File: config.mk
export PLATFORM = sky130hd
export DESIGN_NAME = ofs_ctrl
export DESIGN_NICKNAME = d
export VERILOG_FILES = /design/src/shared/ofs_pkg.sv /design/src/rtl/ofs_ctrl.sv /design/src/rtl/ofs_deglitch.sv
export VERILOG_INCLUDE_DIRS = /design/src /design/src/shared
export SDC_FILE = /design/constraint.sdc
export NUM_CORES = 1
export LEC_CHECK = 0
export BUFFER_PORTS_ARGS = -buffer_cell sky130_fd_sc_hd__buf_2
export CAP_MARGIN = 30
export CORE_ASPECT_RATIO = 0.9
export CORE_UTILIZATION = 64
export CTS_BUF_LIST = sky130_fd_sc_hd__clkbuf_8
export CTS_CLUSTER_DIAMETER = 200
export DETAILED_ROUTE_END_ITERATION = 10
export GPL_TIMING_DRIVEN = 0
export PLACE_DENSITY = 0.95
export SYNTH_ARGS = -nofsm -noshare
export SYNTH_HDL_FRONTEND = slang
export SYNTH_SLANG_ARGS = --single-unit
export TNS_END_PERCENT = 50
File: constraint.sdc
create_clock -name mclk -period 4.25 [get_ports mclk]
set_input_delay 0.6375 -clock mclk [delete_from_list [all_inputs] [get_ports mclk]]
set_output_delay 0.6375 -clock mclk [all_outputs]
set_load 0.05 [all_outputs]
File: src/shared/ofs_defines.svh
`ifndef OFS_DEFINES_SVH
`define OFS_DEFINES_SVH

`define OFS_NCH 5
`define OFS_CLK_NS 20
// shutdown deglitch window, typical point of the allowed span
`define OFS_DGL_MIN_NS 500
`define OFS_DGL_MAX_NS 4500
`define OFS_DGL_NS 2500
`define OFS_DGL_CYC ((`OFS_DGL_NS + `OFS_CLK_NS - 1) / `OFS_CLK_NS)

// register byte offsets
`define OFS_REG_OUT_CTRL 8'h00
`define OFS_REG_QUICK_STAT 8'h04
`define OFS_REG_INT_STAT 8'h08
`define OFS_REG_INT_MASK 8'h0c
`define OFS_REG_MODE_STAT 8'h10
// word indexes of the per-channel banks, stride one word
`define OFS_IDX_CH_CTRL 6'h08
`define OFS_IDX_CH_STAT 6'h10

// field positions
`define OFS_CH_CTRL_ON_BIT 0
`define OFS_MODE_FAIL_BIT 0
`define OFS_MODE_FTO_LSB 8

// reset values
`define OFS_RST_ON 5'h00
`define OFS_RST_MASK 5'h00
`define OFS_RST_STAT 9'h000

// fault cause classes, bit 0 = first high window ... bit 8 = severe short
`define OFS_FTO_CAUSES 9'h0ff
`define OFS_LATCH_CAUSES 9'h111

`endif

File: src/shared/ofs_pkg.sv
package ofs_pkg;

  typedef struct packed {
    logic severe_short_circuit;
    logic open_load_in_off_state;
    logic charge_pump_fail;
    logic undervoltage_fault;
    logic overtemp_shutdown;
    logic low_overcurrent_threshold;
    logic high_current_window_third;
    logic high_current_window_second;
    logic high_current_window_first;
  } ofs_fault_t;

  typedef enum logic [2:0] {
    ST_OFF,
    ST_ON,
    ST_FAULT,
    ST_RETRY,
    ST_LATCH
  } ofs_ch_state_t;

endpackage : ofs_pkg

File: src/rtl/ofs_ctrl.sv
// Behaviour
// RULE_01: protection active in normal and fail mode
// RULE_02: shut output after fault deglitch delay
// RULE_03: listed fault causes use fast turn-off
// RULE_04: fast turn-off bypasses edge shaping
// RULE_05: fast turn-off held during undervoltage
// RULE_06: normal mode flags quick and channel status
// RULE_07: software restarts by rewriting channel on-bit
// RULE_08: fail mode auto-restarts after recoverable faults
// RULE_09: fail mode latches off until wake/mode change
// RULE_10: every channel protected independently
`timescale 1ns/10ps
`include "ofs_defines.svh"

module ofs_ctrl (
  input wire logic mclk,
  input wire logic nrst,
  input wire logic [7:0] paddr,
  input wire logic psel,
  input wire logic penable,
  input wire logic pwrite,
  input wire logic [31:0] pwdata,
  output logic [31:0] prdata,
  output logic pready,
  output logic pslverr,
  input wire ofs_pkg::ofs_fault_t [4:0] ch_fault_in,
  input wire logic fail_mode_in,
  input wire logic wake_in,
  input wire logic [4:0] ch_cmd_in,
  output logic [4:0] ch_en,
  output logic [4:0] fast_turn_off,
  output logic irq
);
  import ofs_pkg::*;

  localparam int NCH = `OFS_NCH;

  // pin synchronisers
  ofs_fault_t [4:0] flt_s1_ff;
  ofs_fault_t [4:0] flt_s2_ff;
  logic [6:0] pin_s1_ff;
  logic [6:0] pin_s2_ff;
  logic fail_d_ff;
  logic wake_d_ff;

  always_ff @(posedge mclk) begin
    if (!nrst) begin
      flt_s1_ff <= '0;
      flt_s2_ff <= '0;
      pin_s1_ff <= 7'h00;
      pin_s2_ff <= 7'h00;
      fail_d_ff <= 1'b0;
      wake_d_ff <= 1'b0;
    end else begin
      flt_s1_ff <= ch_fault_in;
      flt_s2_ff <= flt_s1_ff;
      pin_s1_ff <= {wake_in, fail_mode_in, ch_cmd_in};
      pin_s2_ff <= pin_s1_ff;
      fail_d_ff <= pin_s2_ff[5];
      wake_d_ff <= pin_s2_ff[6];
    end
  end

  logic fail_s;
  logic mode_chg;
  logic wake_rise;
  logic [4:0] cmd_s;
  assign fail_s = pin_s2_ff[5];
  assign cmd_s = pin_s2_ff[4:0];
  assign mode_chg = fail_s != fail_d_ff;
  assign wake_rise = pin_s2_ff[6] && !wake_d_ff;

  // apb slave, one wait state
  logic pready_ff, nxt_pready;
  logic pslverr_ff, nxt_pslverr;
  logic [31:0] prdata_ff, nxt_prdata;
  logic acc_first;
  logic wr_done;
  logic [5:0] idx;
  logic [31:0] rd_val;
  logic rd_ok;

  assign acc_first = psel && penable && !pready_ff;
  assign wr_done = psel && penable && pready_ff && pwrite && !pslverr_ff;
  assign idx = paddr[7:2];

  // channel state
  ofs_ch_state_t st_ff [NCH];
  ofs_ch_state_t nxt_st [NCH];
  logic [4:0] on_ff, nxt_on;
  logic [4:0] on_wr;
  logic [4:0] fto_ff, nxt_fto;
  logic [4:0] ch_en_ff, nxt_ch_en;
  logic [4:0] trip;
  logic [4:0] fault_act;
  logic [4:0] go_on;
  logic [4:0] off_req;
  logic [8:0] chs_ff [NCH];
  logic [8:0] nxt_chs [NCH];
  logic [8:0] chs_clr [NCH];
  logic [4:0] quick;
  logic [4:0] ist_ff, nxt_ist;
  logic [4:0] mask_ff, nxt_mask;
  logic [4:0] ist_clr;
  logic irq_ff, nxt_irq;

  genvar g;
  generate
    for (g = 0; g < NCH; g++) begin : g_ch
      assign fault_act[g] = |flt_s2_ff[g];
      assign quick[g] = |chs_ff[g];
      ofs_deglitch u_dgl (
        .mclk(mclk),
        .nrst(nrst),
        .fault_act(fault_act[g]),
        .clr(go_on[g]),
        .trip(trip[g])
      );
    end
  endgenerate

  always_comb begin
    rd_val = 32'h0000_0000;
    rd_ok = paddr[1:0] == 2'b00;
    if (idx >= `OFS_IDX_CH_CTRL && idx < `OFS_IDX_CH_CTRL + 6'(NCH)) begin
      rd_val = {31'h0, on_ff[3'(idx - `OFS_IDX_CH_CTRL)]};
    end else if (idx >= `OFS_IDX_CH_STAT && idx < `OFS_IDX_CH_STAT + 6'(NCH)) begin
      rd_val = {23'h0, chs_ff[3'(idx - `OFS_IDX_CH_STAT)]};
    end else begin
      case (paddr)
        `OFS_REG_OUT_CTRL: rd_val = {27'h0, on_ff};
        `OFS_REG_QUICK_STAT: rd_val = {27'h0, quick};
        `OFS_REG_INT_STAT: rd_val = {27'h0, ist_ff};
        `OFS_REG_INT_MASK: rd_val = {27'h0, mask_ff};
        `OFS_REG_MODE_STAT: rd_val = {19'h0, fto_ff, 7'h0, fail_s};
        default: rd_ok = 1'b0;
      endcase
    end
  end

  always_comb begin
    nxt_pready = acc_first;
    nxt_pslverr = acc_first && !rd_ok;
    nxt_prdata = prdata_ff;
    if (acc_first) begin
      nxt_prdata = (pwrite || !rd_ok) ? 32'h0000_0000 : rd_val;
    end
  end

  always_ff @(posedge mclk) begin
    if (!nrst) begin
      pready_ff <= 1'b0;
      pslverr_ff <= 1'b0;
      prdata_ff <= 32'h0000_0000;
    end else begin
      pready_ff <= nxt_pready;
      pslverr_ff <= nxt_pslverr;
      prdata_ff <= nxt_prdata;
    end
  end

  // register writes and sticky status
  always_comb begin
    nxt_on = on_ff;
    on_wr = 5'h00;
    nxt_mask = mask_ff;
    ist_clr = 5'h00;
    for (int i = 0; i < NCH; i++) begin
      chs_clr[i] = 9'h000;
    end
    if (wr_done) begin
      if (idx >= `OFS_IDX_CH_CTRL && idx < `OFS_IDX_CH_CTRL + 6'(NCH)) begin
        nxt_on[3'(idx - `OFS_IDX_CH_CTRL)] = pwdata[`OFS_CH_CTRL_ON_BIT];
        on_wr[3'(idx - `OFS_IDX_CH_CTRL)] = pwdata[`OFS_CH_CTRL_ON_BIT]; // RULE_07
      end else if (idx >= `OFS_IDX_CH_STAT && idx < `OFS_IDX_CH_STAT + 6'(NCH)) begin
        chs_clr[3'(idx - `OFS_IDX_CH_STAT)] = pwdata[8:0];
      end else begin
        case (paddr)
          `OFS_REG_OUT_CTRL: begin
            nxt_on = pwdata[4:0];
            on_wr = pwdata[4:0]; // RULE_07
          end
          `OFS_REG_INT_STAT: ist_clr = pwdata[4:0];
          `OFS_REG_INT_MASK: nxt_mask = pwdata[4:0];
          default: nxt_on = on_ff;
        endcase
      end
    end
    // hardware set beats a same-cycle clear
    nxt_ist = (ist_ff & ~ist_clr) | trip;
    for (int i = 0; i < NCH; i++) begin
      nxt_chs[i] = (chs_ff[i] & ~chs_clr[i]) | (trip[i] ? 9'(flt_s2_ff[i]) : 9'h000); // RULE_06
    end
    nxt_irq = |(nxt_ist & nxt_mask);
  end

  always_ff @(posedge mclk) begin
    if (!nrst) begin
      on_ff <= `OFS_RST_ON;
      mask_ff <= `OFS_RST_MASK;
      ist_ff <= 5'h00;
      irq_ff <= 1'b0;
      for (int i = 0; i < NCH; i++) begin
        chs_ff[i] <= `OFS_RST_STAT;
      end
    end else begin
      on_ff <= nxt_on;
      mask_ff <= nxt_mask;
      ist_ff <= nxt_ist;
      irq_ff <= nxt_irq;
      for (int i = 0; i < NCH; i++) begin
        chs_ff[i] <= nxt_chs[i];
      end
    end
  end

  // per-channel shutdown and restart, no shared state between channels
  always_comb begin
    nxt_fto = fto_ff;
    go_on = 5'h00;
    off_req = 5'h00;
    for (int i = 0; i < NCH; i++) begin
      nxt_st[i] = st_ff[i]; // RULE_10
      case (st_ff[i])
        ST_OFF: begin
          if (!mode_chg && !fault_act[i] && (fail_s ? cmd_s[i] : on_ff[i])) begin
            go_on[i] = 1'b1;
          end
        end
        ST_ON: begin
          if (trip[i]) begin
            if (!fail_s) begin
              nxt_st[i] = ST_FAULT; // RULE_01
            end else if (|(9'(flt_s2_ff[i]) & `OFS_LATCH_CAUSES)) begin
              nxt_st[i] = ST_LATCH; // RULE_09
            end else begin
              nxt_st[i] = ST_RETRY; // RULE_08
            end
            if (|(9'(flt_s2_ff[i]) & `OFS_FTO_CAUSES)) begin
              nxt_fto[i] = 1'b1; // RULE_03
            end
          end else if (mode_chg || !(fail_s ? cmd_s[i] : on_ff[i])) begin
            off_req[i] = 1'b1;
            nxt_st[i] = ST_OFF;
          end
        end
        ST_FAULT: begin
          if (mode_chg) begin
            nxt_st[i] = ST_OFF;
          end else if (on_wr[i] && !flt_s2_ff[i].undervoltage_fault) begin
            go_on[i] = 1'b1; // RULE_07
          end
        end
        ST_RETRY: begin
          if (mode_chg || !cmd_s[i]) begin
            nxt_st[i] = ST_OFF;
          end else if (!fault_act[i]) begin
            go_on[i] = 1'b1; // RULE_08
          end
        end
        ST_LATCH: begin
          if (mode_chg || wake_rise) begin
            nxt_st[i] = ST_OFF; // RULE_09
          end
        end
        default: nxt_st[i] = ST_OFF;
      endcase
      // no restart is possible while undervoltage stands, so the latch holds
      if (go_on[i]) begin
        nxt_st[i] = ST_ON;
        nxt_fto[i] = 1'b0; // RULE_05
      end
      nxt_ch_en[i] = nxt_st[i] == ST_ON;
    end
  end

  always_ff @(posedge mclk) begin
    if (!nrst) begin
      fto_ff <= 5'h00;
      ch_en_ff <= 5'h00;
      for (int i = 0; i < NCH; i++) begin
        st_ff[i] <= ST_OFF;
      end
    end else begin
      fto_ff <= nxt_fto;
      ch_en_ff <= nxt_ch_en;
      for (int i = 0; i < NCH; i++) begin
        st_ff[i] <= nxt_st[i];
      end
    end
  end

  assign prdata = prdata_ff;
  assign pready = pready_ff;
  assign pslverr = pslverr_ff;
  assign ch_en = ch_en_ff;
  // drivers take this as the shaping bypass, hard slew off
  assign fast_turn_off = fto_ff; // RULE_04
  assign irq = irq_ff;
endmodule : ofs_ctrl

File: src/rtl/ofs_deglitch.sv
`timescale 1ns/10ps
`include "ofs_defines.svh"

module ofs_deglitch (
  input wire logic mclk,
  input wire logic nrst,
  input wire logic fault_act,
  input wire logic clr,
  output logic trip
);
  import ofs_pkg::*;

  localparam logic [7:0] DGL_CYC = 8'(`OFS_DGL_CYC);

  logic [7:0] cnt_ff;
  logic [7:0] nxt_cnt;

  // saturates after the trip so a steady fault fires only once
  always_comb begin
    nxt_cnt = cnt_ff;
    if (!fault_act || clr) begin
      nxt_cnt = 8'h00;
    end else if (cnt_ff != DGL_CYC) begin
      nxt_cnt = cnt_ff + 8'h01;
    end
  end

  always_ff @(posedge mclk) begin
    if (!nrst) begin
      cnt_ff <= 8'h00;
    end else begin
      cnt_ff <= nxt_cnt;
    end
  end

  assign trip = fault_act && !clr && (cnt_ff == DGL_CYC - 8'h01); // RULE_02

endmodule : ofs_deglitch

# --- Word-level counts from Yosys, hierarchy flattened ---
# Memories as Yosys holds them, arrays and structs flattened.
# Cells that the tools add are included.
op_classes:
  n_addsub: 7
  order_cmp: 8
  eq_ne: 41
  n_mux: 129
  bitwise_logic: 33
  reduce_logical: 129
ops:
  columns: ["op", "count"]
  rows:
  - ["two-way mux 3 bit", 45]
  - ["two-way mux 45 bit", 3]
  - ["two-way mux 9 bit", 11]
  - ["OR reduction 9 bit", 10]
  - ["two-way mux 5 bit", 15]
  - ["case mux 3 bit (5 select lines)", 5]
  - ["case mux 13 bit (5 select lines)", 1]
  - ["two-way mux 32 bit", 2]
  - ["bitwise AND 45 bit", 1]
  - ["bitwise AND 9 bit", 5]
  - ["NOT 9 bit", 5]
  - ["bitwise OR 9 bit", 5]
  - ["adder 8 x 1 -> 8 bit (second input constant)", 5]
  - ["== test 8 x 7 -> 1 bit (second input constant)", 5]
  - ["!= test 8 x 7 -> 1 bit (second input constant)", 5]
  - ["OR reduction 8 bit", 5]
  - ["two-way mux 1 bit", 37]
  - ["logical AND 1 bit", 36]
  - ["== test 3 x 1 -> 1 bit (second input constant)", 10]
  - ["== test 3 x 2 -> 1 bit (second input constant)", 10]
  - ["logical NOT 1 bit", 30]
  - ["demux 9 bit (select 3 bit)", 1]
  - ["OR reduction 2 bit", 10]
  - ["AND reduction 3 bit", 6]
  - ["other kinds (33)", 79]
totals:
  reg_bits: 206
  ram_bits: 60
  in_bits: 97
  output_inout_bits: 45
  n_memories: 2
memory_table:
  columns: ["name", "words", "width", "read_ports", "rd_ports_with_merged_regs", "wr", "line_no", "rtl"]
  rows:
  - ["chs_ff", 5, 9, 6, 0, 5, "ofs_ctrl.sv:98", "logic [8:0] chs_ff [NCH];"]
  - ["st_ff", 5, 3, 5, 0, 5, "ofs_ctrl.sv:88", "ofs_ch_state_t st_ff [NCH];"]

# --- Logic depth before layout (Yosys ltp) ---
logic_depth:
  depth_word: 19
  ltp_mapped: 9
  ltp_nobuf: 7

# --- By module ---
# From an unflattened synthesis, not the netlist that was laid out.
unflattened:
  cells_unflattened: 1185
  area_unflattened_um2: 10645.2
modules_own_cells:
  columns: ["mod", "n_inst", "cells_each", "area_per_inst_um2", "seq_area_each_um2"]
  rows:
  - ["ofs_ctrl", 1, 940, 8476.9, 4144.0]
  - ["ofs_deglitch at g_ch[0].u_dgl ...", 4, 49, 434.2, 160.2]
  - ["ofs_deglitch at g_ch[1].u_dgl", 1, 49, 431.7, 160.2]

# --- Worst setup path after synthesis ---
# Ideal clock, no wire load.
synth_path:
  path_type: "input port to flip-flop"
  startpoint: "input port paddr[3]"
  endpoint: "register irq_ff, in the netlist irq"
  setup_ns: 0.125
  t_arrival_ns: 2.476
  required_time_ns: 4.125
  slack_ns: 1.648
  stages: 7
  path_buffers: 2
  path_cell_list: "buf_2 -> buf_1 -> nand4_1 -> nor2_1 -> mux2i_1 -> o21ba_2 -> o41a_1"
synth_between:
  elab_chain_len: 18
  elab_cells_between_ends: 68
  cone_classes: "add/sub: 1; order compare: 6; eq/ne: 2; mux: 29; bitwise: 5; reduce/logical: 25"
synth_lines:
  columns: ["element", "line_no", "rtl"]
  rows:
  - ["start, declared", "ofs_ctrl.sv:18", "input wire logic [7:0] paddr,"]
  - ["subtractor 3 x 1 -> 3 bit (no source line)", null, null]
  - ["less-than comparator 3 x 4 -> 1 bit / >= comparator 3 x 1 -> 1 bit (equally long branches)", "ofs_ctrl.sv:174", "on_wr[3'(idx - `OFS_IDX_CH_CTRL)] = pwdata[`OFS_CH_CTRL_ON_BIT];"]
  - ["logical AND 1 bit", "ofs_ctrl.sv:174", null]
  - ["two-way mux 1 bit", "ofs_ctrl.sv:174", null]
  - ["demux 1 bit (select 3 bit)", "ofs_ctrl.sv:174", null]
  - ["bitwise AND 5 bit (no source line)", null, null]
  - ["two-way mux 5 bit", "ofs_ctrl.sv:172", "if (idx >= `OFS_IDX_CH_CTRL && idx < `OFS_IDX_CH_CTRL + 6'(NCH)) begin"]
  - ["two-way mux 5 bit", "ofs_ctrl.sv:171", "if (wr_done) begin"]
  - ["logical AND 1 bit", "ofs_ctrl.sv:250", "end else if (on_wr[i] && !flt_s2_ff[i].undervoltage_fault) begin"]
  - ["two-way mux 1 bit", "ofs_ctrl.sv:250", null]
  - ["two-way mux 1 bit", "ofs_ctrl.sv:248", "if (mode_chg) begin"]
  - ["case mux 1 bit (3 select lines)", "ofs_ctrl.sv:224", "case (st_ff[i])"]
  - ["logical NOT 1 bit", "ofs_deglitch.sv:36", "assign trip = fault_act && !clr && (cnt_ff == DGL_CYC - 8'h01);"]
  - ["logical AND 1 bit (2 in series)", "ofs_deglitch.sv:36", null]
  - ["bitwise OR 5 bit", "ofs_ctrl.sv:190", "nxt_ist = (ist_ff & ~ist_clr) | trip;"]
  - ["bitwise AND 5 bit *", "ofs_ctrl.sv:194", "nxt_irq = |(nxt_ist & nxt_mask);"]
  - ["OR reduction 5 bit *", "ofs_ctrl.sv:194", null]
  - ["end signal, assigned", "ofs_ctrl.sv:210", "irq_ff <= nxt_irq;"]
  - ["end, declared", "ofs_ctrl.sv:105", "logic irq_ff, nxt_irq;"]
# Mark *: on every way between the ends. The rest lies on a longest branch, timed or not.
# A chain may end at the register's enable or synchronous reset.

# --- Worst setup path in the final report ---
layout_path:
  startpoint: "input port paddr[4]"
  endpoint: "register irq_ff, in the netlist irq"
# Same word-level chain as after synthesis.

==> reports/qor.yml <==
run_status:
  run_status: "finished clean"
drt:
  num_vias: 9292
  drt_first_pass_iters: 6
  antenna_left: 0
  wirelength_um: 28500
  post_drt_via_cell_ratio: 6.13
  detailedRoute.firstIterationViolations: 999
  wl_per_cell_um: 18.8
  residual_drc: 0
power_and_ir_drop:
  vdd.ir_drop.worst_mv: 0.342
  power_uw: 4690
  total_leakage_power_uw: 0.00469
  power-per-cell-area_mw_per_mm2: 393
synth:
  main_combinational_cell_family_by_area_after_synthesis: "simple AND/OR/NAND/NOR gates"
  synth_cells: 1137
  synth.ff_latch_count: 247
  synthFlopType: "sky130_fd_sc_hd__dfxtp_1"
  synth_simple_gate_area_share_pct: 24.5
  synthesis.yosys.warnings: 0
  synth_xor_xnor_area_share_pct: 2.61
  synth_compound_gate_area_share_pct: 14.9
  synth-seq-area-share_pct: 47.5
  synthArstFlopShare_pct: 0
  syn_avg_cell_area_sq_um: 9.15
  synthMuxAreaShare_pct: 4.78
  synth_edf_count: 0
  post_synth_fa_ha_maj_area_fraction_pct: 1.80
  synthDistinctLibCells: 72
  mappedNetlistArea_sq_mm: 0.0104
floorplan:
  ios: 142
  height_of_the_die_um: 123
  die_w_um: 136
  initial_core_utilization_pct: 66.4
  core_area_sq_mm: 0.0157
  placementRows: 43
  fp.dieArea_sq_mm: 0.0168
sta:
  timing.final.max_slew_violations: 0
  finalCritPeriodShare_pct: 66.0
  finalWorstPathRequiredPeriod_ps: 2810
  achievable-frequency_mhz: 356
  slew_headroom_pct: 40.1
  finalSetupTns_ps: 0
  finalSetupViolCount: 0
  grt_setup_unrepaired: "no"
  finClkSkew_ps: 34.2
  max_slew.worst_pin.slew_ps: 895
  timing_hold_violations_final: 0
cells_and_area:
  finish.net_count: 1403
  share_of_final_layout_standard_cells_stronger_than_drive_strength_1_pct: 15.6
  area_growth_syn_to_layout_pct: 14.8
  finish.utilization_pct: 76.3
  num_antenna_cells: 0
  instances_no_fill: 1516
clocking:
  post_cts.repair.setup_buffers: 0
  clk_pin_slew_worst_paths_ps: 60
  cts.sinks: 247
  cts_htree_levels: 2
  cts-root-to-sink-buffers: 3
  cts-resized-gates: 0
  cts_tree: "yes"
  clk_latency_ps: 560
  ctsHoldBuffers: 0
  ctsRootBufferMaster: "sky130_fd_sc_hd__clkbuf_8"
  numCtsBuffers: 38
grt:
  grt_max_degree: 12
  groute.usage.overall_pct: 34.7
  global_route_wire_length_before_repair_um: 44300
  first_global_vias: 8864
  grt-ovfl-total: 0
  antenna_found_initial: 0
flow_run:
  drv.max_cap_violation_count: 0
placed_design:
  dpl.hpwl_um: 20900
  placer_congestion_estimate: 1.02
  place.detailed.instances: 1453
  port_buffers: 95
min_path:
  min_path_type: "in2reg"
  whs_path_depth: 2
setup_path:
  path_class: "in2reg"
  rr_worst_depth: 7
  setup.worst_path.end_class: "register"
  critPathArrivalTime_ps: 3230
  critPathLaunchType: "input pin"
  crit_path_max_fanout: 6
  required_ps: 4670
  rrSetupSlack_ps: 1490
[critical path: stages]
cell and delay [ps]:
sky130_fd_sc_hd__buf_2 130, sky130_fd_sc_hd__nor3_1 680, sky130_fd_sc_hd__nand2_1 250, sky130_fd_sc_hd__nor2_1 580, sky130_fd_sc_hd__mux2i_1 340, sky130_fd_sc_hd__o22ai_1 170
sky130_fd_sc_hd__o41a_1 430
[worst paths after layout]
path	from	end
worst max-delay path	paddr[4]	irq$_SDFF_PN0_
worst min-delay path	ch_fault_in[1]	flt_s1_ff[1]$_SDFF_PN0_
worst max register to register	pready$_SDFF_PN0_	chs_ff[3][4]$_SDFF_PN0_
worst min register to register	flt_s1_ff[15]$_SDFF_PN0_	flt_s2_ff[15]$_SDFF_PN0_
[cells by family (layout without fill, tap and decap cells)]
family | Yosys count | after routing
multiplexers | 32 | 32
XOR/XNOR | 31 | 31
flip-flops | 247 | 247
other | 1 | 19
buffers and inverters | 86 | 245
AND/OR/NAND/NOR | 474 | 474
adder cells (fa/ha/maj) | 15 | 15
AO/OA/AOI/OAI | 251 | 251
[cell usage after synthesis (19+ instances only)]
| cell | number | area [sq um] |
|---|---|---|
| sky130_fd_sc_hd__o21ai_0 | 62 | 310 |
| sky130_fd_sc_hd__nor2_1 | 71 | 267 |
| sky130_fd_sc_hd__clkbuf_1 | 38 | 143 |
| sky130_fd_sc_hd__nand3_1 | 41 | 205 |
| sky130_fd_sc_hd__nand2_1 | 103 | 387 |
| sky130_fd_sc_hd__inv_1 | 22 | 82.6 |
| sky130_fd_sc_hd__a21oi_1 | 104 | 521 |
| sky130_fd_sc_hd__nand4_1 | 23 | 144 |
| sky130_fd_sc_hd__dfxtp_1 | 247 | 4940 |
| sky130_fd_sc_hd__buf_4 | 19 | 143 |
| sky130_fd_sc_hd__and2_1 | 113 | 707 |
| sky130_fd_sc_hd__nor3_1 | 22 | 110 |
[metal layers]
| layer | up-vias | wire (um) | global-route usage [%] | share of wire (%) |
|---|---|---|---|---|
| li1 | 4297 | - | - | - |
| met1 | 4313 | 11000 | 43.3 | 39 |
| met2 | 559 | 12500 | 54.7 | 44 |
| met3 | 123 | 3290 | 8.94 | 12 |
| met4 | 0 | 1580 | 20.0 | 5.6 |
| met5 | - | 0 | 0 | 0 |
[report_power, final]
group	internal (uW)	total, uW	switching [uW]	leakage [uW]
Combinational	120	346	227	0.00227
Clock	1000	1920	920	0.000409
Sequential	2380	2420	44.5	0.00201
[through the flow]
step	hold WS [ps]	instance area [sq um]	worst slack, ps
after floorplan	412	10500	1650
after global placement	414	11200	907
after detailed placement	417	11200	981
after CTS	267	11900	1530
after global routing	283	11900	1390
final	283	11900	1440
[registers in the layout (all words and copies together) (netlist names)]
signal,cells
flt_s2_ff,45
chs_ff,45
fail_d_ff,1
wake_d_ff,1
pslverr,1
ch_en,5
st_ff,15
mask_ff,5
pin_s1_ff,7
on_ff,5
fast_turn_off,5
irq,1
flt_s1_ff,45
pready,1
pin_s2_ff,7
prdata,13
g_ch.u_dgl.cnt_ff,40
ist_ff,5
[cell type report]
type	count	area, sq um
plain buffers	64	318
flip-flops and latches	247	4940
clock buffers	47	647
multi-input cells	822	5120
well taps	202	253
clock inverters	16	92.6
inverters	22	82.6
fillers	1078	3720
repair buffers	96	480
[cells in the final DEF, fill, tap and decap left out, drive strengths merged, types with 5 or more instances in the layout]
| cell type | n |
|---|---|
| nor3 | 22 |
| nor4 | 14 |
| a32oi | 5 |
| or3 | 12 |
| clkbuf | 85 |
| a22oi | 9 |
| nor2 | 72 |
| dfxtp | 247 |
| inv | 31 |
| nor2b | 10 |
| buf | 122 |
| and4 | 10 |
| and2 | 113 |
| nand2 | 103 |
| o21a | 7 |
| xnor2 | 14 |
| mux4 | 14 |
| conb | 19 |
| nand3 | 41 |
| mux2i | 17 |
| a31oi | 8 |
| xor2 | 17 |
| and3 | 11 |
| nand2b | 13 |
| ha | 15 |
| a21oi | 104 |
| clkinv | 5 |
| nand4 | 23 |
| o21ai | 63 |
| nor3b | 8 |
No activity file was read; power rests on OpenSTA's default activity.
